$ cat src/logic/nuw_pkg.sv
/*
  Shared constants and types of the nonvolatile memory write/erase control.
  Assumes a 10 MHz core clock; offsets are byte addresses on AXI4-Lite.
*/
package nuw_pkg;

  localparam int CLK_PERIOD_NS = 100;
  localparam int EE_WRITE_NS = 4000;
  localparam int ROW_ERASE_NS = 2000;
  localparam int ROW_PROG_NS = 2000;
  localparam int EE_WRITE_CYC =
    (EE_WRITE_NS + CLK_PERIOD_NS - 1) / CLK_PERIOD_NS;
  localparam int ROW_ERASE_CYC =
    (ROW_ERASE_NS + CLK_PERIOD_NS - 1) / CLK_PERIOD_NS;
  localparam int ROW_PROG_CYC =
    (ROW_PROG_NS + CLK_PERIOD_NS - 1) / CLK_PERIOD_NS;

  localparam int ADDR_W = 15;
  localparam int DATA_W = 14;
  localparam int ROW_WORDS = 32;
  localparam int ROW_LSB = $clog2(ROW_WORDS);

  localparam logic [7:0] OFS_CTRL = 8'h00;
  localparam logic [7:0] OFS_KEY = 8'h04;
  localparam logic [7:0] OFS_ADDR = 8'h08;
  localparam logic [7:0] OFS_DATA = 8'h0C;
  localparam logic [7:0] OFS_STAT = 8'h10;
  localparam logic [7:0] OFS_WPROT = 8'h14;
  localparam int NUM_REGS = 6;

  localparam int B_START = 0;
  localparam int B_WRITE_ENABLE_GATE = 2;
  localparam int B_WRERR = 3;
  localparam int B_ERASE = 4;
  localparam int B_LATCH = 5;
  localparam int B_REGION = 6;
  localparam int B_DONE = 0;
  localparam int B_IRQEN = 1;
  localparam int B_BUSY = 2;
  localparam int B_RGN_LSB = 4;

  localparam logic [7:0] KEY_FIRST = 8'h55;
  localparam logic [7:0] KEY_SECOND = 8'hAA;

  localparam logic [14:0] UID_LAST = 15'h0003;
  localparam logic [14:0] RSVD_ADDR = 15'h0004;
  localparam logic [14:0] ID_LAST = 15'h0006;
  localparam logic [14:0] CFG_LAST = 15'h000B;
  localparam logic [14:0] INFO_FIRST = 15'h0100;
  localparam logic [14:0] INFO_LAST = 15'h02FF;
  localparam logic [14:0] EE_FIRST = 15'h7000;
  localparam logic [14:0] EE_LAST = 15'h70FF;

  localparam logic [14:0] ADDR_RST = 15'h0000;
  localparam logic [13:0] DATA_RST = 14'h0000;
  localparam logic [14:0] WPROT_RST = 15'h0000;

  localparam logic [1:0] RESP_OKAY = 2'h0;
  localparam logic [1:0] RESP_SLVERR = 2'h2;

  typedef enum logic [2:0] {
    RG_PFM = 3'h0,
    RG_UID = 3'h1,
    RG_RSVD = 3'h2,
    RG_ID = 3'h3,
    RG_CFG = 3'h4,
    RG_INFO = 3'h5,
    RG_EE = 3'h6,
    RG_NONE = 3'h7
  } nuw_region_type;

endpackage : nuw_pkg

$ cat src/logic/nuw_ctl_if.sv
/*
  Signals between the register front end, the unlock detector and the
  region decoder. Assumes all three sit on the same core clock.
*/
`timescale 1ns/10ps
interface nuw_ctl_if;
  logic key_wr;
  logic [7:0] key_val;
  logic ctrl_wr;
  logic start_bit;
  logic write_enable_gate_bit;
  logic other_wr;
  logic unlock;
  logic [14:0] addr;
  logic region_sel;
  nuw_pkg::nuw_region_type region;
  logic writable;

  modport top_mp(output key_wr, key_val, ctrl_wr, start_bit, write_enable_gate_bit,
                 output other_wr, addr, region_sel,
                 input unlock, region, writable);
  modport unl_mp(input key_wr, key_val, ctrl_wr, start_bit, write_enable_gate_bit,
                 input other_wr, output unlock);
  modport dec_mp(input addr, region_sel, output region, writable);
endinterface : nuw_ctl_if

$ cat src/logic/nuw_unlock.sv
/*
  Key sequence detector: two key writes then a start write, back to back
  in register-write order. Assumes one register write event per cycle.
*/
`timescale 1ns/10ps
module nuw_unlock (
  input wire logic clk_i,
  input wire logic rst_n_i,
  nuw_ctl_if.unl_mp unl
);

  typedef enum logic [2:0] {
    UL_IDLE = 3'b001,
    UL_KEY1 = 3'b010,
    UL_KEY2 = 3'b100
  } nuw_ul_state_type;

  nuw_ul_state_type st_q;

  ////////////////////////////////////////////////////////////////////////
  always_ff @(posedge clk_i or negedge rst_n_i) begin
    if (!rst_n_i) begin
      st_q <= UL_IDLE;
    end else if (unl.key_wr) begin
      if (unl.key_val == nuw_pkg::KEY_FIRST) begin
        st_q <= UL_KEY1;
      end else if (st_q == UL_KEY1 &&
                   unl.key_val == nuw_pkg::KEY_SECOND) begin
        st_q <= UL_KEY2;
      end else begin
        st_q <= UL_IDLE;
      end
    end else if (unl.ctrl_wr || unl.other_wr) begin
      st_q <= UL_IDLE;
    end
  end

  // Start without write enable never unlocks
  assign unl.unlock = unl.ctrl_wr && unl.start_bit && unl.write_enable_gate_bit &&
                      st_q == UL_KEY2;

  ////////////////////////////////////////////////////////////////////////
  AST_STRAY_WRITE_RESETS: assert property (
    @(posedge clk_i) disable iff (!rst_n_i)
    unl.other_wr |=> st_q == UL_IDLE)
    else $error("stray write did not reset unlock");
  AST_NO_WRITE_ENABLE_GATE_NO_UNLOCK: assert property (
    @(posedge clk_i) disable iff (!rst_n_i)
    unl.ctrl_wr && !unl.write_enable_gate_bit |-> !unl.unlock)
    else $error("unlock without write enable");
  AST_FIRST_KEY: assert property (
    @(posedge clk_i) disable iff (!rst_n_i)
    unl.key_wr && unl.key_val == nuw_pkg::KEY_FIRST |=> st_q == UL_KEY1)
    else $error("first key not tracked");

endmodule : nuw_unlock

$ cat src/logic/nuw_region_dec.sv
/*
  Region decoder for the target address and region select bit.
  Purely combinational; the caller registers anything it keeps.
*/
`timescale 1ns/10ps
module nuw_region_dec (
  nuw_ctl_if.dec_mp dec
);

  always_comb begin
    dec.region = nuw_pkg::RG_NONE;
    if (!dec.region_sel) begin
      // Whole 15-bit span is program flash
      dec.region = nuw_pkg::RG_PFM;
    end else if (dec.addr <= nuw_pkg::UID_LAST) begin
      dec.region = nuw_pkg::RG_UID;
    end else if (dec.addr == nuw_pkg::RSVD_ADDR) begin
      dec.region = nuw_pkg::RG_RSVD;
    end else if (dec.addr <= nuw_pkg::ID_LAST) begin
      dec.region = nuw_pkg::RG_ID;
    end else if (dec.addr <= nuw_pkg::CFG_LAST) begin
      dec.region = nuw_pkg::RG_CFG;
    end else if (dec.addr >= nuw_pkg::INFO_FIRST &&
                 dec.addr <= nuw_pkg::INFO_LAST) begin
      dec.region = nuw_pkg::RG_INFO;
    end else if (dec.addr >= nuw_pkg::EE_FIRST &&
                 dec.addr <= nuw_pkg::EE_LAST) begin
      dec.region = nuw_pkg::RG_EE;
    end
  end

  // Configuration words are writable by the array but not by self-write
  assign dec.writable = dec.region inside {nuw_pkg::RG_PFM,
    nuw_pkg::RG_UID, nuw_pkg::RG_EE};

endmodule : nuw_region_dec

$ cat src/logic/nuw_top.sv
/*
  Self-write control for program flash and data EEPROM: AXI4-Lite register
  slave, unlock detection, operation dispatch, CPU stall and done flag.
  Assumes the arrays accept one-cycle command pulses with address and data.
*/
`timescale 1ns/10ps

module nuw_top #(
  parameter int EE_CYC = nuw_pkg::EE_WRITE_CYC,
  parameter int ERASE_CYC = nuw_pkg::ROW_ERASE_CYC,
  parameter int PROG_CYC = nuw_pkg::ROW_PROG_CYC,
  parameter int TMR_W = 8
) (
  input wire logic clk_i,
  input wire logic nrst_i,
  input wire logic s_axi_awvalid_i,
  output logic s_axi_awready_o,
  input wire logic [7:0] s_axi_awaddr_i,
  input wire logic s_axi_wvalid_i,
  output logic s_axi_wready_o,
  input wire logic [31:0] s_axi_wdata_i,
  input wire logic [3:0] s_axi_wstrb_i,
  output logic s_axi_bvalid_o,
  input wire logic s_axi_bready_i,
  output logic [1:0] s_axi_bresp_o,
  input wire logic s_axi_arvalid_i,
  output logic s_axi_arready_o,
  input wire logic [7:0] s_axi_araddr_i,
  output logic s_axi_rvalid_o,
  input wire logic s_axi_rready_i,
  output logic [31:0] s_axi_rdata_o,
  output logic [1:0] s_axi_rresp_o,
  output logic pf_erase_o,
  output logic pf_prog_o,
  output logic latch_load_o,
  output logic ee_write_o,
  output logic [14:0] nvm_addr_o,
  output logic [13:0] nvm_data_word_o,
  output logic region_select_bit_o,
  output logic cpu_stall_o,
  output logic nvm_done_irq_o
);

  typedef enum logic [2:0] {
    ST_IDLE = 3'b001,
    ST_EE = 3'b010,
    ST_PF = 3'b100
  } nuw_state_type;

  logic rst_meta_q, rst_n_q;
  logic aw_got_q, w_got_q, bvalid_q, rvalid_q;
  logic [7:0] awaddr_q;
  logic [31:0] wdata_q, rdata_q, wmask, wval;
  logic [3:0] wstrb_q;
  logic [1:0] bresp_q, rresp_q;
  logic wr_go, w_hit, r_hit, sel_ctrl, sel_key, sel_stat;
  logic [2:0] widx, ridx;
  logic [31:0] view [8];
  logic write_enable_gate_q, erase_q, latch_q, regs_q, wrerr_q;
  logic done_q, irq_en_q;
  logic [14:0] addr_q, wp_limit_q;
  logic [13:0] data_q;
  nuw_state_type st_q;
  logic [TMR_W-1:0] tmr_q;
  logic busy, fin, blocked, unl_go;
  logic go_ee, go_erase, go_load, go_prog;
  logic pf_erase_q, pf_prog_q, latch_load_q, ee_write_q, rgn_q;
  logic [14:0] nvm_addr_q;
  logic [13:0] nvm_data_q;
  nuw_ctl_if ctl ();

  ////////////////////////////////////////////////////////////////////////
  always_ff @(posedge clk_i or negedge nrst_i) begin
    if (!nrst_i) begin
      rst_meta_q <= 1'b0;
      rst_n_q <= 1'b0;
    end else begin
      rst_meta_q <= 1'b1;
      rst_n_q <= rst_meta_q;
    end
  end

  ////////////////////////////////////////////////////////////////////////
  // Write address and data taken in either order, one write at a time
  assign s_axi_awready_o = !aw_got_q && !bvalid_q;
  assign s_axi_wready_o = !w_got_q && !bvalid_q;
  assign wr_go = aw_got_q && w_got_q && !bvalid_q;
  assign s_axi_bvalid_o = bvalid_q;
  assign s_axi_bresp_o = bresp_q;

  always_ff @(posedge clk_i or negedge rst_n_q) begin
    if (!rst_n_q) begin
      aw_got_q <= 1'b0;
      w_got_q <= 1'b0;
      awaddr_q <= 8'h00;
      wdata_q <= 32'h0000_0000;
      wstrb_q <= 4'h0;
    end else begin
      if (s_axi_awvalid_i && s_axi_awready_o) begin
        aw_got_q <= 1'b1;
        awaddr_q <= s_axi_awaddr_i;
      end else if (wr_go) begin
        aw_got_q <= 1'b0;
      end
      if (s_axi_wvalid_i && s_axi_wready_o) begin
        w_got_q <= 1'b1;
        wdata_q <= s_axi_wdata_i;
        wstrb_q <= s_axi_wstrb_i;
      end else if (wr_go) begin
        w_got_q <= 1'b0;
      end
    end
  end

  always_ff @(posedge clk_i or negedge rst_n_q) begin
    if (!rst_n_q) begin
      bvalid_q <= 1'b0;
      bresp_q <= nuw_pkg::RESP_OKAY;
    end else if (wr_go) begin
      bvalid_q <= 1'b1;
      bresp_q <= w_hit ? nuw_pkg::RESP_OKAY : nuw_pkg::RESP_SLVERR;
    end else if (s_axi_bready_i) begin
      bvalid_q <= 1'b0;
    end
  end

  assign s_axi_arready_o = !rvalid_q;
  assign s_axi_rvalid_o = rvalid_q;
  assign s_axi_rdata_o = rdata_q;
  assign s_axi_rresp_o = rresp_q;
  assign ridx = s_axi_araddr_i[4:2];
  assign r_hit = s_axi_araddr_i[7:5] == 3'h0 &&
                 s_axi_araddr_i[1:0] == 2'h0 &&
                 32'(ridx) < nuw_pkg::NUM_REGS;

  always_ff @(posedge clk_i or negedge rst_n_q) begin
    if (!rst_n_q) begin
      rvalid_q <= 1'b0;
      rdata_q <= 32'h0000_0000;
      rresp_q <= nuw_pkg::RESP_OKAY;
    end else if (s_axi_arvalid_i && s_axi_arready_o) begin
      rvalid_q <= 1'b1;
      rdata_q <= r_hit ? view[ridx] : 32'h0000_0000;
      rresp_q <= r_hit ? nuw_pkg::RESP_OKAY : nuw_pkg::RESP_SLVERR;
    end else if (s_axi_rready_i) begin
      rvalid_q <= 1'b0;
    end
  end

  ////////////////////////////////////////////////////////////////////////
  // Register views; unused slots read as zero so any index is safe
  always_comb begin
    for (int i = 0; i < 8; i++) begin
      view[i] = 32'h0000_0000;
    end
    view[nuw_pkg::OFS_CTRL[4:2]][nuw_pkg::B_START] = busy;
    view[nuw_pkg::OFS_CTRL[4:2]][nuw_pkg::B_WRITE_ENABLE_GATE] = write_enable_gate_q;
    view[nuw_pkg::OFS_CTRL[4:2]][nuw_pkg::B_WRERR] = wrerr_q;
    view[nuw_pkg::OFS_CTRL[4:2]][nuw_pkg::B_ERASE] = erase_q;
    view[nuw_pkg::OFS_CTRL[4:2]][nuw_pkg::B_LATCH] = latch_q;
    view[nuw_pkg::OFS_CTRL[4:2]][nuw_pkg::B_REGION] = regs_q;
    view[nuw_pkg::OFS_ADDR[4:2]][14:0] = addr_q;
    view[nuw_pkg::OFS_DATA[4:2]][13:0] = data_q;
    view[nuw_pkg::OFS_STAT[4:2]][nuw_pkg::B_DONE] = done_q;
    view[nuw_pkg::OFS_STAT[4:2]][nuw_pkg::B_IRQEN] = irq_en_q;
    view[nuw_pkg::OFS_STAT[4:2]][nuw_pkg::B_BUSY] = busy;
    view[nuw_pkg::OFS_STAT[4:2]][nuw_pkg::B_RGN_LSB +: 3] = ctl.region;
    view[nuw_pkg::OFS_WPROT[4:2]][14:0] = wp_limit_q;
  end

  assign widx = awaddr_q[4:2];
  assign w_hit = awaddr_q[7:5] == 3'h0 && awaddr_q[1:0] == 2'h0 &&
                 32'(widx) < nuw_pkg::NUM_REGS;
  assign wmask = {{8{wstrb_q[3]}}, {8{wstrb_q[2]}},
                  {8{wstrb_q[1]}}, {8{wstrb_q[0]}}};
  assign wval = (view[widx] & ~wmask) | (wdata_q & wmask);
  assign sel_ctrl = wr_go && awaddr_q == nuw_pkg::OFS_CTRL;
  assign sel_key = wr_go && awaddr_q == nuw_pkg::OFS_KEY;
  assign sel_stat = wr_go && awaddr_q == nuw_pkg::OFS_STAT;

  ////////////////////////////////////////////////////////////////////////
  assign ctl.key_wr = sel_key;
  assign ctl.key_val = wval[7:0];
  assign ctl.ctrl_wr = sel_ctrl;
  assign ctl.start_bit = wval[nuw_pkg::B_START];
  assign ctl.write_enable_gate_bit = wval[nuw_pkg::B_WRITE_ENABLE_GATE];
  assign ctl.other_wr = wr_go && !sel_key && !sel_ctrl;
  assign ctl.addr = addr_q;
  // Taken from the raw write, not wval, to keep view out of its own fan-in
  assign ctl.region_sel = (sel_ctrl && wstrb_q[0]) ?
                          wdata_q[nuw_pkg::B_REGION] : regs_q;

  nuw_unlock u_unlock (
    .clk_i(clk_i),
    .rst_n_i(rst_n_q),
    .unl(ctl.unl_mp)
  );

  nuw_region_dec u_dec (
    .dec(ctl.dec_mp)
  );

  // Low program rows below the limit are locked against self-write
  assign blocked = !ctl.writable || (!ctl.region_sel &&
                   addr_q < wp_limit_q);
  assign unl_go = ctl.unlock && !busy;
  assign go_ee = unl_go && !blocked && ctl.region == nuw_pkg::RG_EE;
  assign go_erase = unl_go && !blocked && ctl.region != nuw_pkg::RG_EE &&
                    wval[nuw_pkg::B_ERASE];
  assign go_load = unl_go && !blocked && ctl.region != nuw_pkg::RG_EE &&
                   !wval[nuw_pkg::B_ERASE] && wval[nuw_pkg::B_LATCH];
  assign go_prog = unl_go && !blocked && ctl.region != nuw_pkg::RG_EE &&
                   !wval[nuw_pkg::B_ERASE] && !wval[nuw_pkg::B_LATCH];

  ////////////////////////////////////////////////////////////////////////
  // Control fields; the start bit is the busy state and cannot be cleared
  always_ff @(posedge clk_i or negedge rst_n_q) begin
    if (!rst_n_q) begin
      write_enable_gate_q <= 1'b0;
      erase_q <= 1'b0;
      latch_q <= 1'b0;
      regs_q <= 1'b0;
    end else if (sel_ctrl) begin
      write_enable_gate_q <= wval[nuw_pkg::B_WRITE_ENABLE_GATE];
      erase_q <= wval[nuw_pkg::B_ERASE];
      latch_q <= wval[nuw_pkg::B_LATCH];
      regs_q <= wval[nuw_pkg::B_REGION];
    end
  end

  always_ff @(posedge clk_i or negedge rst_n_q) begin
    if (!rst_n_q) begin
      wrerr_q <= 1'b0;
    end else if (unl_go && blocked) begin
      wrerr_q <= 1'b1;
    end else if (sel_ctrl && !wval[nuw_pkg::B_WRERR]) begin
      wrerr_q <= 1'b0;
    end
  end

  always_ff @(posedge clk_i or negedge rst_n_q) begin
    if (!rst_n_q) begin
      addr_q <= nuw_pkg::ADDR_RST;
      data_q <= nuw_pkg::DATA_RST;
      wp_limit_q <= nuw_pkg::WPROT_RST;
      irq_en_q <= 1'b0;
    end else begin
      if (wr_go && awaddr_q == nuw_pkg::OFS_ADDR) begin
        addr_q <= wval[14:0];
      end
      if (wr_go && awaddr_q == nuw_pkg::OFS_DATA) begin
        data_q <= wval[13:0];
      end
      if (wr_go && awaddr_q == nuw_pkg::OFS_WPROT) begin
        wp_limit_q <= wval[14:0];
      end
      if (sel_stat) begin
        irq_en_q <= wval[nuw_pkg::B_IRQEN];
      end
    end
  end

  // Completion beats a same-cycle write-one-to-clear
  always_ff @(posedge clk_i or negedge rst_n_q) begin
    if (!rst_n_q) begin
      done_q <= 1'b0;
    end else if (fin) begin
      done_q <= 1'b1;
    end else if (sel_stat && wdata_q[nuw_pkg::B_DONE] && wstrb_q[0]) begin
      done_q <= 1'b0;
    end
  end

  assign nvm_done_irq_o = done_q && irq_en_q;

  ////////////////////////////////////////////////////////////////////////
  assign busy = st_q != ST_IDLE;
  assign fin = busy && tmr_q == '0;

  always_ff @(posedge clk_i or negedge rst_n_q) begin
    if (!rst_n_q) begin
      st_q <= ST_IDLE;
      tmr_q <= '0;
    end else begin
      unique case (st_q)
        ST_IDLE: begin
          if (go_ee) begin
            st_q <= ST_EE;
            tmr_q <= TMR_W'(EE_CYC - 1);
          end else if (go_erase) begin
            st_q <= ST_PF;
            tmr_q <= TMR_W'(ERASE_CYC - 1);
          end else if (go_prog) begin
            st_q <= ST_PF;
            tmr_q <= TMR_W'(PROG_CYC - 1);
          end
        end
        ST_EE, ST_PF: begin
          if (fin) begin
            st_q <= ST_IDLE;
          end else begin
            tmr_q <= tmr_q - 1'b1;
          end
        end
      endcase
    end
  end

  assign cpu_stall_o = st_q == ST_PF;

  // Array commands; erase presents the row base only
  always_ff @(posedge clk_i or negedge rst_n_q) begin
    if (!rst_n_q) begin
      pf_erase_q <= 1'b0;
      pf_prog_q <= 1'b0;
      latch_load_q <= 1'b0;
      ee_write_q <= 1'b0;
      nvm_addr_q <= nuw_pkg::ADDR_RST;
      nvm_data_q <= nuw_pkg::DATA_RST;
      rgn_q <= 1'b0;
    end else begin
      pf_erase_q <= go_erase;
      pf_prog_q <= go_prog;
      latch_load_q <= go_load;
      ee_write_q <= go_ee;
      if (unl_go) begin
        nvm_addr_q <= go_erase ? {addr_q[14:nuw_pkg::ROW_LSB],
                      {nuw_pkg::ROW_LSB{1'b0}}} : addr_q;
        nvm_data_q <= data_q;
        rgn_q <= ctl.region_sel;
      end
    end
  end

  assign pf_erase_o = pf_erase_q;
  assign pf_prog_o = pf_prog_q;
  assign latch_load_o = latch_load_q;
  assign ee_write_o = ee_write_q;
  assign nvm_addr_o = nvm_addr_q;
  assign nvm_data_word_o = nvm_data_q;
  assign region_select_bit_o = rgn_q;

  ////////////////////////////////////////////////////////////////////////
  AST_OP_ONLY_AFTER_UNLOCK: assert property (
    @(posedge clk_i) disable iff (!rst_n_q)
    (pf_erase_o || pf_prog_o || latch_load_o || ee_write_o) |->
      $past(ctl.unlock))
    else $error("array command without unlock");
  AST_ERASE_STALLS: assert property (
    @(posedge clk_i) disable iff (!rst_n_q)
    go_erase |=> cpu_stall_o [*4])
    else $error("row erase did not stall the CPU");
  AST_EE_NO_STALL: assert property (
    @(posedge clk_i) disable iff (!rst_n_q)
    st_q == ST_EE |-> !cpu_stall_o && view[0][nuw_pkg::B_START])
    else $error("EEPROM write stalled or start bit low");
  AST_EE_RUNS_ON: assert property (
    @(posedge clk_i) disable iff (!rst_n_q)
    $rose(st_q == ST_EE) |-> (st_q == ST_EE) [*4])
    else $error("EEPROM write cut short");
  AST_DONE_ON_FINISH: assert property (
    @(posedge clk_i) disable iff (!rst_n_q)
    fin |=> done_q && !busy)
    else $error("done flag not set on completion");
  AST_IRQ_FOLLOWS_DONE: assert property (
    @(posedge clk_i) disable iff (!rst_n_q)
    fin && irq_en_q && !sel_stat |=> nvm_done_irq_o)
    else $error("done interrupt missing");
  AST_PROTECT_BLOCKS: assert property (
    @(posedge clk_i) disable iff (!rst_n_q)
    unl_go && blocked |=> !busy && !pf_erase_o && !pf_prog_o && wrerr_q)
    else $error("protected target not blocked");
  AST_ROW_ALIGNED: assert property (
    @(posedge clk_i) disable iff (!rst_n_q)
    pf_erase_o |-> nvm_addr_o[nuw_pkg::ROW_LSB-1:0] == '0)
    else $error("erase address not row aligned");
  AST_WRITE_ENABLE_GATE_KEPT: assert property (
    @(posedge clk_i) disable iff (!rst_n_q)
    fin && !sel_ctrl |=> write_enable_gate_q == $past(write_enable_gate_q))
    else $error("write enable changed at completion");
  AST_CFG_READ_ONLY: assert property (
    @(posedge clk_i) disable iff (!rst_n_q)
    ctl.region_sel && addr_q inside {[15'h0004:15'h000B]} |->
      !ctl.writable)
    else $error("reserved, ID or config region writable");

endmodule : nuw_top

$ cat config.mk
export PLATFORM = sky130hd
export DESIGN_NAME = nuw_top
export DESIGN_NICKNAME = d
export VERILOG_FILES = /design/src/logic/nuw_pkg.sv /design/src/logic/nuw_ctl_if.sv /design/src/logic/nuw_unlock.sv /design/src/logic/nuw_region_dec.sv /design/src/logic/nuw_top.sv
export SDC_FILE = /design/constraint.sdc
export NUM_CORES = 1
export LEC_CHECK = 0
export BUFFER_PORTS_ARGS = -buffer_cell sky130_fd_sc_hd__buf_2
export CAP_MARGIN = 20
export CORE_UTILIZATION = 55
export DETAILED_ROUTE_END_ITERATION = 12
export PLACE_DENSITY = 0.76
export SLEW_MARGIN = 10
export SYNTH_ARGS = -nofsm -noshare
export SYNTH_HDL_FRONTEND = slang
export SYNTH_SLANG_ARGS = --single-unit
$ cat constraint.sdc
create_clock -name clk_i -period 4.8 [get_ports clk_i]
set_input_delay 0.48 -clock clk_i [delete_from_list [all_inputs] [get_ports clk_i]]
set_output_delay 0.48 -clock clk_i [all_outputs]
set_load 0.005 [all_outputs]
==> summary.md, run 1 <==
| Metric | Value |
|---|---|
| Ys async rst share | 1.00 |
| Placed Instances | just over 1k |
| I/O pin cnt | roughly 140 |
| Crit. End Element | flip-flop |
| Skew-Pair Late Insertion Delay | about 430 ps |
| CTS tree | yes |
| FMAX | between 200 and 300 MHz |
| Clock transition at path regs | roughly 60 ps |
| Detailed-route via count | 6225 |
| DR pass1 iterations | 5 |
| Synthesized area | 7510 sq um |
| Post-cts sizing count | 0 |
| First-pass GRT wire length | 30000 um |
| DRT antenna net count | 0 |
| Critical path type | flip-flop to flip-flop |
| Crit. Startpoint | awaddr_q[4] |
| Hold path start | s_axi_bready_i |
| DRT iter0 DRCs | about 630 |
| Core area | 13300 sq um |
| Hold Path Class | input pin to flip-flop |
| Top post-synthesis cells by area | dfrtp_1 (48%), nand2_1 (8.8%), mux2_2 (6.9%), o21ai_0 (5.3%), mux2i_1 (3.3%) |
| Max Slew Vio Count | 0 |
| #FFs+latches synth | about 150 |
| Hold Buf Count CTS | 1 |
| Synthesis Warnings | 0 |
| CTS buffer count | 17 |
| R2R Path Start | awaddr_q[4] |
| Net Sw Frac | 0.325 |
| Crit start category | flip-flop |
| Layout Skew | slightly above 6 ps |
| Diode count | 0 |
| Clock share of power | 0.338 |
| Final hold violations | 0 |
| Gate power share | 0.253 |
| Total Wirelength | ~18000 um |
| TNS Setup | 0 ps |
| Final min period | 3890 ps |
| Leak | 4.23 nW |
| RSZ-0062 raised after global routing | false |
| Run status | complete, no violations |
| IO buf count | 97 |
| Remaining DRCs | 0 |
| Avg Inst Size Synth | roughly 9.5 sq um |
| Sequential share of power | 0.408 |
| H-Tree Depth | 4 |
| Critical Path Fanout Max | 19 |
| Number of max-cap violations | 0 |
| CP max stage cell | dfrtp_1 |
| Die Area | 14100 sq um |
| Area leader, netlist | dfrtp_1 |
| Grt ovf | 0 |
| Slew of the pin with the lowest slew margin | around 960 ps |
| # setup viols final | 0 |
| Most Crowded Layer GR | met1 |
| Relative slew slack | 0.359 |
| Routed wire length per instance | ~17 um |
| Post-route insts no fill | ~1.1k |
| Share of cells above drive strength 1 | 0.216 |
| Initial Util | 0.565 |
| Vias per cell | 5.83 |
| Final Net Count | 953 |
| Final worst-path cycle share | 0.809 |
| Pwr dens | approximately 470 nW/um^2 |
| Crit path cell chain | or4b_1, nor4_1, mux2i_1, a41oi_1, a41o_1, and4_1, or2_1, mux2_4 |
| Global-route met3 utilization | 0.0532 |
| Met1 Usage GRT | 0.419 |
| Largest net degree at the start of global routing | between 70 and 80 |
| CP required | slightly above 5000 ps |
| Sw Pwr | between 1 and 1.5 mW |
| Sink Count | between 100 and 150 |
| Clk root buf | clkbuf_16 |
| Die width | roughly 120 um |
| Post-CTS setup buffers | 0 |
| Cell variety after synth | 69 |
| Synth-to-layout area growth | 16.0% |
| Number of flops mapped to enable cells by yosys | 0 |
| Initial antenna violation count | 0 |
| Number of global-route vias before repair | 5765 |
| CP peak stage delay | slightly below 600 ps |
| Critical path arrival | between 4000 and 5000 ps |
| Yosys top cell area share | 0.483 |
| Commonest non-fill, non-tap cells in the layout | nand2_1 (177), dfrtp_1 (144), buf_2 (97) |
| Mapped Cells | slightly below 800 |
| Gpl congestion | about 0.89 |
| Seq/Total Area, Yosys | 0.490 |
| Internal power | 2.76 mW |
| Commonest non-fill, non-tap cell in the layout | nand2_1 |
| CTS Buffer Depth | 2 |
| Main flop type after synthesis | dfrtp_1 |
| Core Rows | 42 |
| GRT Util Overall | 0.275 |
| Max VDD drop | about 0.40 mV |
| Die Y | about 120 um |
| Final HPWL DP | around 13000 um |
| Met2 global-route usage | 0.389 |
-- final cells by class --
class | count | area (sq um)
clock buffer | 23 | 458
tap | 176 | 220
sequential | 147 | 3680
inverter | 27 | 101
multi-input combinational | 577 | 3480
timing repair buffer | 109 | 611
clock inverter | 9 | 154
fill | 1106 | 4580
-- state kept, by name, summed over array words and instances (netlist names), 2 cells and up --
signal / count
addr_q: 15
nvm_addr_o: 15
s_axi_rdata_o: 15
wdata_q: 15
wp_limit_q: 15
data_q: 14
nvm_data_word_o: 14
awaddr_q: 8
tmr_q: 8
st_q: 3
u_unlock.st_q: 3
wstrb_q: 2
-- path summary, 6_finish.rpt --
path                                    endpoint  slack, ps  depth (start not counted)
worst max register to register          tmr_q[1]        910                          8
worst min register to register           rst_n_q        350                          0
worst max-delay path                    tmr_q[1]        910                          8
max in group asynchronous       u_unlock.st_q[0]       3390                          1
worst min-delay path              s_axi_bvalid_o        220                          2
min in group asynchronous                rst_n_q        360                          2
-- power groups by stage --
stage | sequential (mW) | combinational (mW) | clock [mW]
final | 1.67 | 1.03 | 1.38
after global routing | 1.70 | 1.14 | 1.45
after CTS | 1.66 | 1.02 | 1.40
after detailed placement | 1.68 | 1.01 | 0
after global placement | 1.67 | 0.998 | 0
after floorplan | 1.56 | 0.821 | 0
-- cells by family (layout without fill, tap and decap cells) --
group                    after synthesis  count (layout)  synth area share
adder cells (fa/ha/maj)               15              15            0.0250
AO/OA/AOI/OAI                        167             167             0.136
other                                  2              20           0.00100
XOR/XNOR                               1               1           0.00117
multiplexers                          72              72             0.104
buffers and inverters                 86             168            0.0550
flip-flops                           147             147             0.490
AND/OR/NAND/NOR                      302             302             0.188
-- routing by layer --
layer,wire (um),part of all wire,vias to the layer above
met4,316,0.017,0
li1,-,-,2920
met5,0,0,-
met3,1420,0.077,27
met2,7940,0.43,278
met1,8620,0.47,3000
-- synthesized netlist by cell type, types with 5 or more instances --
library cell / n
nor2_1: 27
a21oi_1: 27
or3_1: 5
nand2b_1: 9
nor4_1: 7
and2_1: 8
nand3_1: 14
buf_4: 19
o21ai_0: 79
nor2b_1: 5
clkbuf_1: 30
mux2i_1: 25
nor3_1: 13
dfrtp_1: 145
a31oi_1: 6
ha_1: 15
a22oi_1: 14
inv_1: 25
buf_1: 5
nand4_1: 5
mux2_2: 46
or4_1: 5
nand2_1: 177
a21o_1: 6
-- worst max-delay path: cells and delay by family (launching register included) --
family	cells	cell delay [ps]
and+or+nand+nor	4	1810
muxes	2	830
AOI/OAI and AO/OA	2	550
DFF	1	580
-- metrics by stage --
| stage | hold slack, ps | area [sq um] | util | setup slack (ps) | total power, mW |
|---|---|---|---|---|---|
| floorplan | 184 | 7580 | - | 404 | 2.39 |
| global placement | 267 | 8050 | 0.605 | 966 | 2.67 |
| detailed placement | 268 | 8050 | 0.605 | 931 | 2.69 |
| CTS | 212 | 8670 | 0.652 | 930 | 4.07 |
| global route | 255 | 8710 | 0.655 | 671 | 4.28 |
| finish | 223 | 8710 | 0.655 | 915 | 4.08 |
No activity file was read; power rests on OpenSTA's default activity.
==> run 2: changes to the inputs <==
--- a/config.mk
+++ b/config.mk
@@ -5,11 +5,12 @@
 export SDC_FILE = /design/constraint.sdc
 export NUM_CORES = 1
 export LEC_CHECK = 0
+export ABC_AREA = 1
 export BUFFER_PORTS_ARGS = -buffer_cell sky130_fd_sc_hd__buf_2
 export CAP_MARGIN = 20
-export CORE_UTILIZATION = 55
+export CORE_UTILIZATION = 51
 export DETAILED_ROUTE_END_ITERATION = 12
-export PLACE_DENSITY = 0.76
+export PLACE_DENSITY = 0.74
 export SLEW_MARGIN = 10
 export SYNTH_ARGS = -nofsm -noshare
 export SYNTH_HDL_FRONTEND = slang
==> constraint.sdc (replaced) <==
create_clock -name clk_i -period 3.4 [get_ports clk_i]
set_input_delay 0.34 -clock clk_i [delete_from_list [all_inputs] [get_ports clk_i]]
set_output_delay 0.34 -clock clk_i [all_outputs]
set_load 0.005 [all_outputs]
==> summary.md, run 2 <==
| Metric | Value |
|---|---|
| Seq/Total Area, Yosys | 0.491 (+0.00131) |
| Layout Skew | 10.1 ps (+4.02 ps) |
| GRT Util Overall | 0.267 (-0.00808) |
| Number of max-cap violations | 0 (unchanged) |
| Core area | 14100 sq um (+6.0%) |
| Hold path start | s_axi_bready_i |
| Final Net Count | 1057 (+11%) |
| Most frequent cells after synthesis | nand2_1 (212), dfrtp_1 (145), o21ai_0 (113) |
| CTS buffer count | 17 (unchanged) |
| Crit start category | flip-flop |
| Ys async rst share | 1.00 (unchanged) |
| Crit. End Element | flip-flop |
| R2r endpoint | tmr_q[0] |
| Reg2Reg Setup Slack | 500 ps (-420 ps) |
| Largest net degree at the start of global routing | 64 (-17%) |
| TNS Setup | 0 ps (unchanged) |
| Critical path arrival | 3210 ps (-980 ps) |
| Critical path type | flip-flop to flip-flop |
| Hold Path Class | input pin to flip-flop |
| Synthesis Warnings | 0 (unchanged) |
| Final core utilization | 0.616 (-0.0390) |
| Slew of the pin with the lowest slew margin | 855 ps (-107 ps) |
| Clock transition at path regs | 60 ps (about the same) |
| Hold endpoint | s_axi_bvalid_o |
| Critical Path Fanout Max | 11 (-8) |
| Final hold violations | 0 (unchanged) |
| Synthesized area | 7490 sq um (-0.27%) |
| Initial antenna violation count | 0 (unchanged) |
| Mapped Cells | 890 (+12%) |
| Cell variety after synth | 53 (-23%) |
| Run status | complete, no violations |
| CTS Buffer Depth | 2 (unchanged) |
| Die Y | 123 um (+3.6%) |
| R2R Path Start | awaddr_q[2] |
| Sink Count | 147 (unchanged) |
| DRT antenna net count | 0 (unchanged) |
| DR pass1 iterations | 7 (+2) |
| Top post-synthesis cells by area | dfrtp_1 (48%), nand2_1 (11%), o21ai_0 (7.5%), inv_1 (4.1%), a21oi_1 (2.9%) |
| Clk root buf | clkbuf_16 |
| Leak | 4.37 nW (+3.3%) |
| FILL cells | 1251 (+13%) |
| Die Area | 15200 sq um (+7.4%) |
| Routed wire length per instance | 16.3 um (-5.0%) |
| Area leader, netlist | dfrtp_1 |
| RSZ-0062 raised after global routing | false |
| Remaining DRCs | 0 (unchanged) |
| #FFs+latches synth | 147 (unchanged) |
| CTS tree | yes |
| # setup viols final | 0 (unchanged) |
| Max Slew Vio Count | 0 (unchanged) |
| Count leader, synth | nand2_1 |
| Number of global-route vias before repair | 5863 (+1.7%) |
| FMAX | 345 MHz (+34%) |
| Commonest non-fill, non-tap cells in the layout | nand2_1 (212), dfrtp_1 (144), o21ai_0 (113) |
| Max VDD drop | 0.370 mV (-7.6%) |
| I/O pin cnt | 136 (unchanged) |
| Initial Util | 0.531 (-0.0335) |
| CP required | 3710 ps (-1400 ps) |
| Final min period | 2900 ps (-982 ps) |
| First-pass GRT wire length | 30300 um (+1.1%) |
| Reg2reg path depth | 14 (+6) |
| H-Tree Depth | 4 (unchanged) |
| Crit. Startpoint | awaddr_q[2] |
| Gpl congestion | 0.950 (+7.1%) |
| IO buf count | 97 (unchanged) |
| Detailed-route via count | 6529 (+4.9%) |
| Hold Buf Count CTS | 1 (unchanged) |
| Post-CTS setup buffers | 0 (unchanged) |
| Diode count | 0 (unchanged) |
| Final worst-path cycle share | 0.854 (+0.0443) |
| Die width | 123 um (+3.6%) |
| Post-cts sizing count | 0 (unchanged) |
| Main flop type after synthesis | dfrtp_1 |
| Vias per cell | 5.55 (-4.7%) |
| Yosys top cell area share | 0.484 (+0.00129) |
| Final HPWL DP | 13800 um (+8.1%) |
| Grt ovf | 0 (unchanged) |
| Number of flops mapped to enable cells by yosys | 0 (unchanged) |
| Total Wirelength | 19100 um (+4.6%) |
| Avg Inst Size Synth | 8.42 sq um (-11%) |
| Skew-Pair Late Insertion Delay | 430 ps (about the same) |
| Worst hold path depth | 2 (unchanged) |
| Pwr dens | 681 nW/um^2 (+46%) |
| Relative slew slack | 0.430 (+0.0710) |
| Synth-to-layout area growth | 16.0% (about the same) |
| DRT iter0 DRCs | 708 (+13%) |
| Commonest non-fill, non-tap cell in the layout | nand2_1 |
| Share of cells above drive strength 1 | 0.188 (-0.0286) |
| Core Rows | 43 (+2.4%) |
-- run 2: critical path, cell delays in order, from the launching register on --
cell and delay [ps]:
dfrtp_1 520, nor2_4 340, nand2_1 100, nor2_1 150, nand3_1 100, nand2_1 100
nand2_2 140, nand4_1 170, nand3_1 120, a21boi_2 290, nand3_1 190, nand2_2 240
nand2_2 180, nand2_1 100, nand2_1 60
-- run 2: area by class of cell --
class | instances | area [sq um] | share of cell area
flip-flops and latches | 147 | 3680 | 0.424
multi-input cells | 620 | 3260 | 0.375
repair buffers | 106 | 568 | 0.0654
clock buffers | 23 | 478 | 0.0550
inverters | 91 | 343 | 0.0395
well taps | 180 | 225 | 0.0259
clock inverters | 9 | 128 | 0.0147
-- run 2: stage by stage --
step / cells / cell area, sq um / hold slack, ps / setup WS [ps] / total power, mW
6_report: 1176 / 8690 / 91.5 / 497 / 5.92
5_1_grt: 1176 / 8690 / 116 / 255 / 6.25
4_1_cts: 1176 / 8690 / 87.0 / 553 / 5.92
3_5_place_dp: 1143 / 8070 / 127 / 562 / 3.99
3_3_place_gp: 1143 / 8070 / 126 / 616 / 3.96
2_1_floorplan: 908 / 7560 / 44.4 / 963 / 3.48
-- run 2: per-layer routing --
metal | up-vias | global-route usage | routed length, um
met5 | - | 0 | 0
met4 | 0 | 0.105 | 424
met3 | 44 | 0.0530 | 1740
met2 | 336 | 0.377 | 8100
met1 | 3026 | 0.401 | 8870
li1 | 3123 | - | -
-- run 2: how the worst max path moves through the flow --
| stage | endpoint | slack, ps | depth (start not counted) |
|---|---|---|---|
| floorplan | addr_q[0] | 960 | 0 |
| global placement | tmr_q[6] | 620 | 16 |
| detailed placement | tmr_q[0] | 560 | 16 |
| CTS | tmr_q[0] | 550 | 16 |
| global route | tmr_q[0] | 250 | 16 |
| finish | tmr_q[0] | 500 | 14 |
-- run 2: kinds of logic (layout without fill, tap and decap cells) --
family	count (synthesis)	after routing	synth area share
XOR/XNOR	5	5	0.00585
other	2	20	0.00100
multiplexers	18	18	0.0271
AND/OR/NAND/NOR	350	350	0.205
flip-flops	147	147	0.491
AO/OA/AOI/OAI	212	212	0.163
buffers and inverters	141	229	0.0822
adder cells (fa/ha/maj)	15	15	0.0251
-- run 2: power by group --
group | internal [mW] | total [mW] | switching, mW
Sequential | 2.02 | 2.29 | 0.277
Clock | 1.21 | 1.92 | 0.710
Combinational | 0.570 | 1.71 | 1.14
